**src/common/tcm_defines.vh**
```
`ifndef TCM_DEFINES_VH
`define TCM_DEFINES_VH
// ----------------------------------------------------------------------
// Register map of the Wishbone slave (byte addresses)
// ----------------------------------------------------------------------
`define TCM_OFS_SWVEC 4'h0
`define TCM_OFS_STAT 4'h4
`define TCM_OFS_MASK 4'h8
`define TCM_OFS_STATE 4'hC
`define TCM_SWVEC_ARM 7
`define TCM_STAT_SWEND 0
`define TCM_STAT_HWEND 1
// ----------------------------------------------------------------------
// Memory layout and field positions
// ----------------------------------------------------------------------
`define TCM_VEC_BASE 24'h00_0400
`define TCM_RAM_HIGH 8'hFF
`define TCM_RI_STRIDE 24'h00_000C
`define TCM_MRA_SM 7:6
`define TCM_MRA_DM 5:4
`define TCM_MRA_MD 3:2
`define TCM_MRA_DTS 1
`define TCM_MRA_SZ 0
`define TCM_MRB_CHAIN 7
`define TCM_MRB_EACH 6
`define TCM_MD_NORMAL 2'b00
`define TCM_MD_REPEAT 2'b01
`define TCM_MD_BLOCK 2'b10
// ----------------------------------------------------------------------
// Internal bus sizes and timing
// ----------------------------------------------------------------------
`define TCM_SIZE_BYTE 2'b00
`define TCM_SIZE_WORD 2'b01
`define TCM_SIZE_LONG 2'b10
`define TCM_INT_OPS 2'd3
`endif

```
**src/rtl/tcm_transfer_controller.v**
```verilog
// The Wishbone register port and the placing of the registers were chosen for this implementation.
`timescale 1ns/1ps
`include "tcm_defines.vh"

// Behaviour
// - Register block holds first mode, source, second mode, destination, count A, count B.
// - Chained register blocks sit back to back and are fetched in sequence.
// - Normal mode moves one unit per activation, counting on count A only.
// - Normal count runs 1 to 65,536; count end may request a CPU interrupt.
// - Repeat mode moves one unit; at count end counter and area address reload.
// - Repeat mode never interrupts the CPU unless the per-transfer select is set.
// - Repeat mode: count A upper byte is reload value, lower byte runs.
// - Block mode moves a whole block; a mode bit picks the block-area side.
// - Block size 1 to 256; after each block counter and area address restore.
// - After a block the other address follows its own address mode.
// - Block mode counts blocks on count B; its end interrupts the CPU unless chain is enabled.
// - Chain enable runs the next description at once without a new request.
// - Chained descriptions raise no CPU interrupt and leave the source flag alone.
// - Sequence: vector read, six register accesses, data pairs, three internal states.
// - Software vector address is H'0400 plus vector number shifted left one.
// - Each vector is two bytes giving the low address bits in on-chip RAM.
module tcm_transfer_controller (
  // Clock and reset.
  input wire clk,
  input wire reset_n,
  // Wishbone register slave.
  input wire wb_cyc_i,
  input wire wb_stb_i,
  input wire wb_we_i,
  input wire [3:0] wb_adr_i,
  input wire [3:0] wb_sel_i,
  input wire [31:0] wb_dat_i,
  output reg wb_ack_o,
  output reg [31:0] wb_dat_o,
  // Peripheral activation.
  input wire hwReq,
  input wire [6:0] hwVector,
  output reg hwAck,
  output reg hwClearFlag,
  output reg hwClearEnable,
  output reg hwCpuReq,
  // Internal bus master.
  output reg busCyc,
  output reg busWe,
  output reg [23:0] busAddr,
  output reg [1:0] busSize,
  output reg [31:0] busWdata,
  input wire busAck,
  input wire [31:0] busRdata,
  // Interrupt and status.
  output reg irq,
  output reg busy
);

  // --------------------------------------------------------------------
  // States
  // --------------------------------------------------------------------
  localparam [7:0] S_IDLE = 8'h01;
  localparam [7:0] S_VEC = 8'h02;
  localparam [7:0] S_RI = 8'h04;
  localparam [7:0] S_RD = 8'h08;
  localparam [7:0] S_WR = 8'h10;
  localparam [7:0] S_INT = 8'h20;
  localparam [7:0] S_WB = 8'h40;
  localparam [7:0] S_END = 8'h80;

  // Next address of one unit step, by address mode (0x fixed, 10 up, 11 down).
  function [23:0] f_step;
    input [23:0] addr;
    input [1:0] mode;
    input sz;
    begin
      if (!mode[1])
        f_step = addr;
      else if (mode[0])
        f_step = addr - (sz ? 24'h00_0002 : 24'h00_0001);
      else
        f_step = addr + (sz ? 24'h00_0002 : 24'h00_0001);
    end
  endfunction

  // Undo a whole area of len bytes, bringing the area address back to its start.
  function [23:0] f_back;
    input [23:0] addr;
    input [1:0] mode;
    input [9:0] len;
    begin
      if (!mode[1])
        f_back = addr;
      else if (mode[0])
        f_back = addr + {14'h0000, len};
      else
        f_back = addr - {14'h0000, len};
    end
  endfunction

  reg [7:0] state;
  reg [1:0] riIdx;
  reg [1:0] intCnt;
  reg [7:0] mode_reg_first;
  reg [7:0] mode_reg_second;
  reg [23:0] src_addr_reg;
  reg [23:0] dst_addr_reg;
  reg [15:0] count_reg_a;
  reg [15:0] block_count_reg;
  reg [23:0] riBase;
  reg [15:0] dataLatch;
  reg countEnd;
  reg isSw;
  reg swArm;
  reg swte;
  reg [6:0] swVec;
  reg [1:0] stat;
  reg [1:0] mask;
  reg swEndEv;
  reg hwEndEv;
  reg swClrEv;

  wire wbHit = wb_cyc_i & wb_stb_i & ~wb_ack_o;
  // A write lands at the edge where the master sees ack, while it still holds the request.
  wire wbWr = wb_cyc_i & wb_stb_i & wb_ack_o & wb_we_i & wb_sel_i[0];
  wire sz = mode_reg_first[`TCM_MRA_SZ];
  wire [1:0] md = mode_reg_first[`TCM_MRA_MD];
  wire [23:0] nextSar = f_step(src_addr_reg, mode_reg_first[`TCM_MRA_SM], sz);
  wire [23:0] nextDar = f_step(dst_addr_reg, mode_reg_first[`TCM_MRA_DM], sz);
  // Area length in bytes; a reload byte of zero means 256 units.
  wire [9:0] areaUnits = {1'b0, count_reg_a[15:8] == 8'h00, count_reg_a[15:8]};
  wire [9:0] areaLen = sz ? {areaUnits[8:0], 1'b0} : areaUnits;
  wire areaWrap = (md != `TCM_MD_NORMAL) && (count_reg_a[7:0] == 8'h01);
  wire srcArea = mode_reg_first[`TCM_MRA_DTS];

  // --------------------------------------------------------------------
  // Wishbone slave
  // --------------------------------------------------------------------
  // Reads answer one cycle after the strobe; unmapped offsets read zero.
  always @(posedge clk or negedge reset_n) begin
    if (!reset_n) begin
      wb_ack_o <= 1'b0;
      wb_dat_o <= 32'h0000_0000;
    end else begin
      wb_ack_o <= wbHit;
      wb_dat_o <= 32'h0000_0000;
      if (wbHit && !wb_we_i) begin
        case (wb_adr_i)
          `TCM_OFS_SWVEC: wb_dat_o <= {24'h00_0000, swte, swVec};
          `TCM_OFS_STAT: wb_dat_o <= {30'h0000_0000, stat};
          `TCM_OFS_MASK: wb_dat_o <= {30'h0000_0000, mask};
          `TCM_OFS_STATE: wb_dat_o <= {24'h00_0000, state};
          default: wb_dat_o <= 32'h0000_0000;
        endcase
      end
    end
  end

  // Software activation word, sticky status and mask.
  // A hardware set beats a same-cycle write-one-to-clear, so no event is lost.
  always @(posedge clk or negedge reset_n) begin
    if (!reset_n) begin
      swte <= 1'b0;
      swVec <= 7'h00;
      swArm <= 1'b0;
      stat <= 2'b00;
      mask <= 2'b00;
      irq <= 1'b0;
    end else begin
      if (wbWr && wb_adr_i == `TCM_OFS_SWVEC) begin
        swte <= wb_dat_i[`TCM_SWVEC_ARM];
        swVec <= wb_dat_i[6:0];
        swArm <= wb_dat_i[`TCM_SWVEC_ARM];
      end else begin
        if (swClrEv)
          swte <= 1'b0;
        if (state == S_IDLE && swArm)
          swArm <= 1'b0;
      end
      if (wbWr && wb_adr_i == `TCM_OFS_MASK)
        mask <= wb_dat_i[1:0];
      stat[`TCM_STAT_SWEND] <= swEndEv |
        (stat[`TCM_STAT_SWEND] & ~(wbWr && wb_adr_i == `TCM_OFS_STAT && wb_dat_i[0]));
      stat[`TCM_STAT_HWEND] <= hwEndEv |
        (stat[`TCM_STAT_HWEND] & ~(wbWr && wb_adr_i == `TCM_OFS_STAT && wb_dat_i[1]));
      irq <= |(stat & mask);
    end
  end

  // --------------------------------------------------------------------
  // Transfer sequencer and bus master
  // --------------------------------------------------------------------
  // Each access is held until ack, then the bus idles at least one cycle before the next.
  always @(posedge clk or negedge reset_n) begin
    if (!reset_n) begin
      state <= S_IDLE;
      riIdx <= 2'd0;
      intCnt <= 2'd0;
      mode_reg_first <= 8'h00;
      mode_reg_second <= 8'h00;
      src_addr_reg <= 24'h00_0000;
      dst_addr_reg <= 24'h00_0000;
      count_reg_a <= 16'h0000;
      block_count_reg <= 16'h0000;
      riBase <= 24'h00_0000;
      dataLatch <= 16'h0000;
      countEnd <= 1'b0;
      isSw <= 1'b0;
      busCyc <= 1'b0;
      busWe <= 1'b0;
      busAddr <= 24'h00_0000;
      busSize <= `TCM_SIZE_BYTE;
      busWdata <= 32'h0000_0000;
      hwAck <= 1'b0;
      hwClearFlag <= 1'b0;
      hwClearEnable <= 1'b0;
      hwCpuReq <= 1'b0;
      swEndEv <= 1'b0;
      hwEndEv <= 1'b0;
      swClrEv <= 1'b0;
      busy <= 1'b0;
    end else begin
      hwAck <= 1'b0;
      hwClearFlag <= 1'b0;
      hwClearEnable <= 1'b0;
      hwCpuReq <= 1'b0;
      swEndEv <= 1'b0;
      hwEndEv <= 1'b0;
      swClrEv <= 1'b0;
      busy <= (state != S_IDLE);
      if (busCyc) begin
        // Completion of the access in flight.
        if (busAck) begin
          busCyc <= 1'b0;
          busWe <= 1'b0;
          case (state)
            S_VEC: begin
              riBase <= {`TCM_RAM_HIGH, busRdata[15:0]};
              riIdx <= 2'd0;
              state <= S_RI;
            end
            S_RI: begin
              case (riIdx)
                2'd0: {mode_reg_first, src_addr_reg} <= busRdata;
                2'd1: {mode_reg_second, dst_addr_reg} <= busRdata;
                default: {count_reg_a, block_count_reg} <= busRdata;
              endcase
              riIdx <= riIdx + 2'd1;
              if (riIdx == 2'd2)
                state <= S_RD;
            end
            S_RD: begin
              dataLatch <= busRdata[15:0];
              state <= S_WR;
            end
            S_WR: begin
              src_addr_reg <= nextSar;
              dst_addr_reg <= nextDar;
              state <= S_INT;
              case (md)
                `TCM_MD_REPEAT: begin
                  // Count end reloads at one; countEnd stays clear in repeat mode.
                  countEnd <= 1'b0;
                  if (areaWrap) begin
                    count_reg_a[7:0] <= count_reg_a[15:8];
                    if (srcArea)
                      src_addr_reg <= f_back(nextSar, mode_reg_first[`TCM_MRA_SM], areaLen);
                    else
                      dst_addr_reg <= f_back(nextDar, mode_reg_first[`TCM_MRA_DM], areaLen);
                  end else begin
                    count_reg_a[7:0] <= count_reg_a[7:0] - 8'h01;
                  end
                end
                `TCM_MD_BLOCK: begin
                  // Whole block per activation; area side picked by mode bit.
                  if (areaWrap) begin
                    count_reg_a[7:0] <= count_reg_a[15:8];
                    if (srcArea)
                      src_addr_reg <= f_back(nextSar, mode_reg_first[`TCM_MRA_SM], areaLen);
                    else
                      dst_addr_reg <= f_back(nextDar, mode_reg_first[`TCM_MRA_DM], areaLen);
                    // The other side keeps the advance of its own mode.
                    block_count_reg <= block_count_reg - 16'h0001;
                    countEnd <= (block_count_reg == 16'h0001);
                  end else begin
                    count_reg_a[7:0] <= count_reg_a[7:0] - 8'h01;
                    state <= S_RD;
                  end
                end
                default: begin
                  // Zero in count A means 65,536 transfers.
                  count_reg_a <= count_reg_a - 16'h0001;
                  countEnd <= (count_reg_a == 16'h0001);
                end
              endcase
            end
            S_WB: begin
              riIdx <= riIdx + 2'd1;
              if (riIdx == 2'd2)
                state <= S_END;
            end
            default: state <= state;
          endcase
        end
      end else begin
        case (state)
          S_IDLE: begin
            // Software activation has the higher priority.
            if (swArm || hwReq) begin
              isSw <= swArm;
              hwAck <= ~swArm;
              busAddr <= `TCM_VEC_BASE + {16'h0000, swArm ? swVec : hwVector, 1'b0};
              busSize <= `TCM_SIZE_WORD;
              busCyc <= 1'b1;
              state <= S_VEC;
            end
          end
          S_RI: begin
            busAddr <= riBase + {20'h0_0000, riIdx, 2'b00};
            busSize <= `TCM_SIZE_LONG;
            busCyc <= 1'b1;
          end
          S_RD: begin
            busAddr <= src_addr_reg;
            busSize <= sz ? `TCM_SIZE_WORD : `TCM_SIZE_BYTE;
            busCyc <= 1'b1;
          end
          S_WR: begin
            busAddr <= dst_addr_reg;
            busWe <= 1'b1;
            busWdata <= {16'h0000, sz ? dataLatch : {8'h00, dataLatch[7:0]}};
            busCyc <= 1'b1;
          end
          S_INT: begin
            // Three internal-operation states close the data phase.
            intCnt <= intCnt + 2'd1;
            if (intCnt == `TCM_INT_OPS - 2'd1) begin
              intCnt <= 2'd0;
              riIdx <= 2'd0;
              state <= S_WB;
            end
          end
          S_WB: begin
            // Updated description goes back to its own block.
            busAddr <= riBase + {20'h0_0000, riIdx, 2'b00};
            busSize <= `TCM_SIZE_LONG;
            busWe <= 1'b1;
            case (riIdx)
              2'd0: busWdata <= {mode_reg_first, src_addr_reg};
              2'd1: busWdata <= {mode_reg_second, dst_addr_reg};
              default: busWdata <= {count_reg_a, block_count_reg};
            endcase
            busCyc <= 1'b1;
          end
          S_END: begin
            if (mode_reg_second[`TCM_MRB_CHAIN]) begin
              // Next description follows at once, no interrupt, flag left.
              riBase <= riBase + `TCM_RI_STRIDE;
              riIdx <= 2'd0;
              state <= S_RI;
            end else begin
              state <= S_IDLE;
              if (countEnd || mode_reg_second[`TCM_MRB_EACH]) begin
                // Count end or per-transfer select interrupts the CPU.
                swEndEv <= isSw;
                hwEndEv <= ~isSw;
                hwCpuReq <= ~isSw;
                hwClearEnable <= ~isSw;
              end else begin
                swClrEv <= isSw;
                hwClearFlag <= ~isSw;
              end
            end
          end
          default: state <= S_IDLE;
        endcase
      end
    end
  end

endmodule // tcm_transfer_controller

```
**config.mk**
```make
export PLATFORM = sky130hd
export DESIGN_NAME = tcm_transfer_controller
export DESIGN_NICKNAME = d
export VERILOG_FILES = /design/src/rtl/tcm_transfer_controller.v
export VERILOG_INCLUDE_DIRS = /design/src /design/src/common
export SDC_FILE = /design/constraint.sdc
export NUM_CORES = 1
export LEC_CHECK = 0
export BUFFER_PORTS_ARGS = -buffer_cell sky130_fd_sc_hd__buf_4
export CAP_MARGIN = 20
export CORE_ASPECT_RATIO = 1.1
export CORE_MARGIN = 5
export CORE_UTILIZATION = 23
export CTS_CLUSTER_SIZE = 14
export DETAILED_ROUTE_END_ITERATION = 10
export GPL_ROUTABILITY_DRIVEN = 0
export PLACE_DENSITY = 0.45
export SYNTH_ARGS = -nofsm -noshare
export SYNTH_HDL_FRONTEND = slang
export SYNTH_SLANG_ARGS = --single-unit
```
**constraint.sdc**
```tcl
create_clock -name clk -period 7.3 [get_ports clk]
set_clock_uncertainty 0.2 [all_clocks]
set_input_delay 0.365 -clock clk [delete_from_list [all_inputs] [get_ports clk]]
set_output_delay 0.365 -clock clk [all_outputs]
set_load 0.02 [all_outputs]
```
[Yosys cells after proc, flatten, opt, wreduce, memory -nomap -nowiden]
Cells that the tools add are included.
Storage, ports and cells
  logic and storage cells: 247
  input port bits: 86
  flip-flop bits (word level): 263
Cells by class
  $add $sub $neg: 16
  bitwise operators: 16
  equal/unequal tests: 38
  reductions and logical operators: 49
  muxes and demuxes: 95
Operators by type and width (number)
  24-bit 2-to-1 mux: 22
  32-bit case mux with 2 select lines: 2
  24-bit case mux with 2 select lines: 2
  24-bit case mux with 4 select lines: 1
  16-bit 2-to-1 mux: 5
  8-bit 2-to-1 mux: 10
  16-bit case mux with 2 select lines: 2
  8-bit case mux with 4 select lines: 2
  24-bit by 10-bit adder with 24-bit output: 2
  24-bit by 10-bit subtractor with 24-bit output: 2
  24-bit subtractor: 2
  8-bit case mux with 5 select lines: 1
  16-bit by 1-bit equality test with 1-bit output, second input constant: 2
  16-bit by 1-bit subtractor with 16-bit output, second input constant: 2
  1-bit 2-to-1 mux: 31
  4-bit AND reduction: 7
  24-bit by 2-bit adder with 24-bit output: 1
  24-bit adder: 1
  24-bit by 4-bit adder with 24-bit output: 1
  24-bit by 4-bit adder with 24-bit output, second input constant: 1
  8-bit by 1-bit equality test with 1-bit output, second input constant: 2
  2-bit nonzero test: 8
  2-bit 2-to-1 mux: 7
  11-bit by 8-bit adder with 12-bit output, first input constant: 1
  45 further kinds: 97

[Longest topological paths before layout]
  word-level depth: 11
  gate-level depth with buffers: 24
  depth with buffers taken out: 23

[Worst setup path before layout]
Ideal clock, no wire load.
  kind: register to register
  from: register mode_reg_first[6]
  to: register src_addr_reg[23]
  stages on the path, launching flop included: 24
  path slack: 1.983 ns
  arrival time: 5.018 ns
  setup time: 0.099 ns
  cells stage by stage: dfrtp_1 -> inv_1 -> nor2_1 -> inv_1 -> fa_1 -> nor2b_1 -> o21ai_0 -> a21boi_0 -> o21a_1 -> a22o_1 -> o21ai_0 -> nand2b_1 -> xor2_1 -> mux2_2 -> ha_1 -> a21o_1 -> a21o_1 -> a22oi_1 -> a31oi_1 -> o21a_1 -> o41ai_1 -> xor2_1 -> a311oi_1 -> a311oi_1
On the way
  cells in the longest elaborated chain, start to end: 9
Ends and longest elaborated chain
  start, declared: RTL line tcm_transfer_controller.v:100  | reg [7:0] mode_reg_first;
  start signal, assigned: RTL line tcm_transfer_controller.v:240  | 2'd0: {mode_reg_first, src_addr_reg} <= busRdata;
  24-bit 2-to-1 mux: RTL line tcm_transfer_controller.v:75  | else if (mode[0])
  24-bit 2-to-1 mux: RTL line tcm_transfer_controller.v:73  | if (!mode[1])
  24-bit by 10-bit subtractor with 24-bit output / 24-bit by 10-bit adder with 24-bit output (equally long branches): RTL line tcm_transfer_controller.v:93, tcm_transfer_controller.v:91
  24-bit 2-to-1 mux: RTL line tcm_transfer_controller.v:90  | else if (mode[0])
  24-bit 2-to-1 mux: RTL line tcm_transfer_controller.v:88  | if (!mode[1])
  24-bit 2-to-1 mux: RTL line tcm_transfer_controller.v:274  | if (srcArea)
  24-bit 2-to-1 mux: RTL line tcm_transfer_controller.v:272  | if (areaWrap) begin
  24-bit 2-to-1 mux *
  24-bit case mux with 2 select lines *: RTL line tcm_transfer_controller.v:232  | case (state)
  end signal, assigned: RTL line tcm_transfer_controller.v:240
  end signal, assigned: RTL line tcm_transfer_controller.v:253  | src_addr_reg <= nextSar;
  end signal, assigned: RTL line tcm_transfer_controller.v:275  | src_addr_reg <= f_back(nextSar, mode_reg_first[`TCM_MRA_SM], areaLen);
  end, declared: RTL line tcm_transfer_controller.v:102  | reg [23:0] src_addr_reg;
Mark *: on every way between the ends. The rest lies on a longest branch, timed or not.
A chain may end at the register's enable or synchronous reset.

[Final worst setup path]
  from: register mode_reg_first[4]
  to: register dst_addr_reg[23]
On the way
  cells in the longest elaborated chain, start to end: 9
Ends and longest elaborated chain
  24-bit 2-to-1 mux: RTL line tcm_transfer_controller.v:75
  24-bit 2-to-1 mux: RTL line tcm_transfer_controller.v:73
  24-bit by 10-bit subtractor with 24-bit output / 24-bit by 10-bit adder with 24-bit output (equally long branches): RTL line tcm_transfer_controller.v:93, tcm_transfer_controller.v:91
  24-bit 2-to-1 mux: RTL line tcm_transfer_controller.v:90
  24-bit 2-to-1 mux: RTL line tcm_transfer_controller.v:88
  24-bit 2-to-1 mux: RTL line tcm_transfer_controller.v:262  | if (srcArea)
  24-bit 2-to-1 mux: RTL line tcm_transfer_controller.v:272
  24-bit 2-to-1 mux *
  24-bit case mux with 2 select lines *: RTL line tcm_transfer_controller.v:232
  end signal, assigned: RTL line tcm_transfer_controller.v:241  | 2'd1: {mode_reg_second, dst_addr_reg} <= busRdata;
  end signal, assigned: RTL line tcm_transfer_controller.v:265  | dst_addr_reg <= f_back(nextDar, mode_reg_first[`TCM_MRA_DM], areaLen);
  end signal, assigned: RTL line tcm_transfer_controller.v:277  | dst_addr_reg <= f_back(nextDar, mode_reg_first[`TCM_MRA_DM], areaLen);
  end, declared: RTL line tcm_transfer_controller.v:103  | reg [23:0] dst_addr_reg;
Marks and branches as above.

==> impl_metrics.toml <==
[floorplanning]
dieArea_um2 = 87300
core-area_um2 = 80600
dieWidth_um = 282.2
die-height_um = 309.4
start_util_pct = 23.25
io-pin-count = 185
rows = 109

[routing]
wl_met3_um = 5477
via_count = 18620
via_per_inst = 5.247
wl_met1_um = 34430
routed-wl-met2_um = 35280
drc = 0
drt_pre_antenna_iters = 6
drt_iter0_markers = 1628
routed_wl_um = 78060
ant_nets = 0
wire_per_inst_um = 22.00
top_layer = "met4"

[logic_synthesis]
synth_top_area_cell = "dfrtp_1"
async_reset_ff_share_pct = 100.0
netlist_instances = 2367
yosys_warnings = 0
synthFlopType = "dfrtp_1"
synth_cell_types = 77
synth.avg_cell_area_um2 = 7.917
ys_ff_latch = 239
synth_edf_count = 0
ys_seq_area_share_pct = 31.92
syn_area_um2 = 18740
synth_top_area_share_pct = 31.78
ys_top_cells_by_area = "dfrtp_1 32%, ha_1 7.0%, nand2_1 6.4%, a21oi_1 6.1%, o21ai_0 6.0%"

[final_layout]
antenna_cells = 0
final_nets = 2668
top_register = "busWdata"
drive_gt1_share_pct = 11.51
final_common_cell = "nand2_1"
largest_reg_flops = 32
synthToLayoutAreaGrowth_pct = 18.01
layout_common_cells = "317 x nand2_1, 236 x dfrtp_1, 232 x nor2_1"
instances_no_fill = 3548
post-route-util_pct = 27.44

[global_routing]
overflow = 0
grt_pass1_vias = 18030
grt_pass1_wl_um = 115300
grt_max_degree = 170
antenna_found_initial = 2
track_usage_pct = 17.09

[sta]
setup_tns_ns = 0
fmax_mhz = 166.9
period_needed_ns = 5.991
min_period_over_period_pct = 82.07
rsz0062_at_grt = "false"
worstMarginPinSlew_ns = 1.098
setup_viol = 0
slew_headroom_pct = 26.55
finalHoldViolCount = 0
slew_viol_final = 0

[worst_setup_path]
startpoint = "mode_reg_first[4]$_DFFE_PN0P_"
reg2reg_depth = 23
r2r-start = "mode_reg_first[4]$_DFFE_PN0P_"
arrival_ns = 6.28
startpoint_type = "flop"
worstPathCellList = "inv_1, nor2_1, inv_1, fa_1, nor2b_1, o21a_1, o21ai_1, a21oi_1, o41a_1, nor2b_1, nor2b_1, xnor2_1, mux2_2, ha_1, a21oi_1, nand2_1, o31ai_1, a31oi_1, o41ai_1, xnor2_1, nand2_1, xor2_1, o21ai_0"
crit_slowest_cell = "fa_1"
cp_max_fo = 5
worstSetupPathType = "reg -> reg"
cp.required_ns = 7.59
end_kind = "flop"
cpMostUsedCell = "nor2b_1"
critPathMaxStageDelay_ns = 0.47

[pwr]
p_leak_uw = 0.009877
p_per_area_nw_per_um2 = 462.5
p_sw_share_pct = 49.28
vdd_drop_max_mv = 0.2290
p_int_uw = 5187
power.share.clock_pct = 15.0
switchingPower_uw = 5041
combPwrFrac_pct = 65.8
seqPwrFrac_pct = 19.2

[min_path]
min_delay_path_depth = 5
worstHoldStart = "hwVector[2]"
hp-class = "in -> reg"

[cts]
cts-root-buf = "clkbuf_16"
cts_resized = 0
path_clk_slew_ns = 0.06
numClockSinks = 239
cts_made_buffers = 30
max-clock-path-buffers = 3
clk_latency_ns = 0.59
cts_max_level = 1
cts_tree = "yes"
postCtsSetupRepairBufs = 0

[placed_design]
dp.cells = 3450
detailed_place_hpwl_um = 59100
io_buffers = 133

[status]
status = "completed"

[job]
drv_cap = 0
-- final timing paths --
check | slack [ns] | endpoint
min in group asynchronous | 0.15 | busWdata[22]$_DFFE_PN0P_
worst min register to register | 0.22 | stat[0]$_DFF_PN0_
worst min-delay path | 0.02 | busAddr[3]$_DFFE_PN0P_
worst max register to register | 1.31 | dst_addr_reg[23]$_DFFE_PN0P_
worst max-delay path | 1.31 | dst_addr_reg[23]$_DFFE_PN0P_
max in group asynchronous | 5.34 | dst_addr_reg[3]$_DFFE_PN0P_
-- cells by family (layout without fill, tap and decap cells) --
family          after synthesis  after routing  share of synthesized area [%]
compound gates              799            799                          26.37
xor+xnor                    115            115                          5.375
fa+ha+maj                   110            110                          7.544
buf+inv                     212            316                          4.827
flops                       239            239                          31.92
mux                          72             72                          4.340
other cells                   1             24                        0.02001
simple gates                819            819                          19.60
-- metal layers --
layer | global-route usage (%) | up-vias
li1 | - | 8754
met1 | 23.40 | 9053
met2 | 27.74 | 679
met3 | 2.356 | 132
met4 | 6.051 | 0
met5 | 0 | -
-- through the flow --
step / hold slack, ns / power, uW / cell area, um^2 / worst slack [ns]
floorplan: -0.1306 / 6829 / 18830 / 1.983
global route: 0.01936 / 11020 / 22120 / 0.9603
detailed placement: 0.1970 / 8585 / 20690 / 1.424
CTS: 0.002351 / 10180 / 22110 / 1.382
finish: 0.01969 / 10230 / 22120 / 1.309
global placement: 0.1847 / 8472 / 20690 / 1.409
-- cell usage after synthesis, types with 16 or more instances --
cell type / instances
a211oi_1: 18
ha_1: 105
nor2_1: 234
buf_4: 25
dfrtp_1: 238
o22ai_1: 24
a21o_1: 67
mux2_2: 54
a21oi_1: 227
inv_1: 59
nor2b_1: 40
o21a_1: 22
nand3_1: 56
nor3_1: 56
nand2_1: 318
xor2_1: 46
a22oi_1: 48
and3_1: 17
o21ai_0: 224
mux2i_1: 16
xnor2_1: 69
a22o_1: 22
a31oi_1: 28
clkbuf_1: 108
-- cell type report --
class	count	area [um^2]
Sequential cell	239	5984
Clock inverter	11	151.4
Timing Repair Buffer	201	1637
Inverter	61	229.0
Clock buffer	43	839.6
Multi-Input combinational cell	1939	11960
Tap cell	1054	1319
Fill cell	8640	58480
-- power groups by stage --
| stage | logic [uW] | registers, uW | clock network [uW] |
|---|---|---|---|
| final | 6730 | 1960 | 1530 |
| after global routing | 7420 | 1990 | 1610 |
| after CTS | 6670 | 1950 | 1560 |
| after detailed placement | 6620 | 1970 | 0 |
| after global placement | 6510 | 1960 | 0 |
| after floorplan | 5020 | 1810 | 0 |
-- worst max-delay path, delay by kind of cell, from the launching register on --
kind	cells	cell delay (ns)
compound gates	9	2.40
simple gates	6	1.03
xor+xnor	3	0.48
fa+ha+maj	2	0.82
flops	1	0.34
mux	1	0.28
buf+inv	2	0.34
-- timing repair --
action,CTS,global route
endpoints found under the hold margin,160,0
setup endpoints to repair,0,0
hold buffers,43,0
Power figures use the tool's default switching activity.
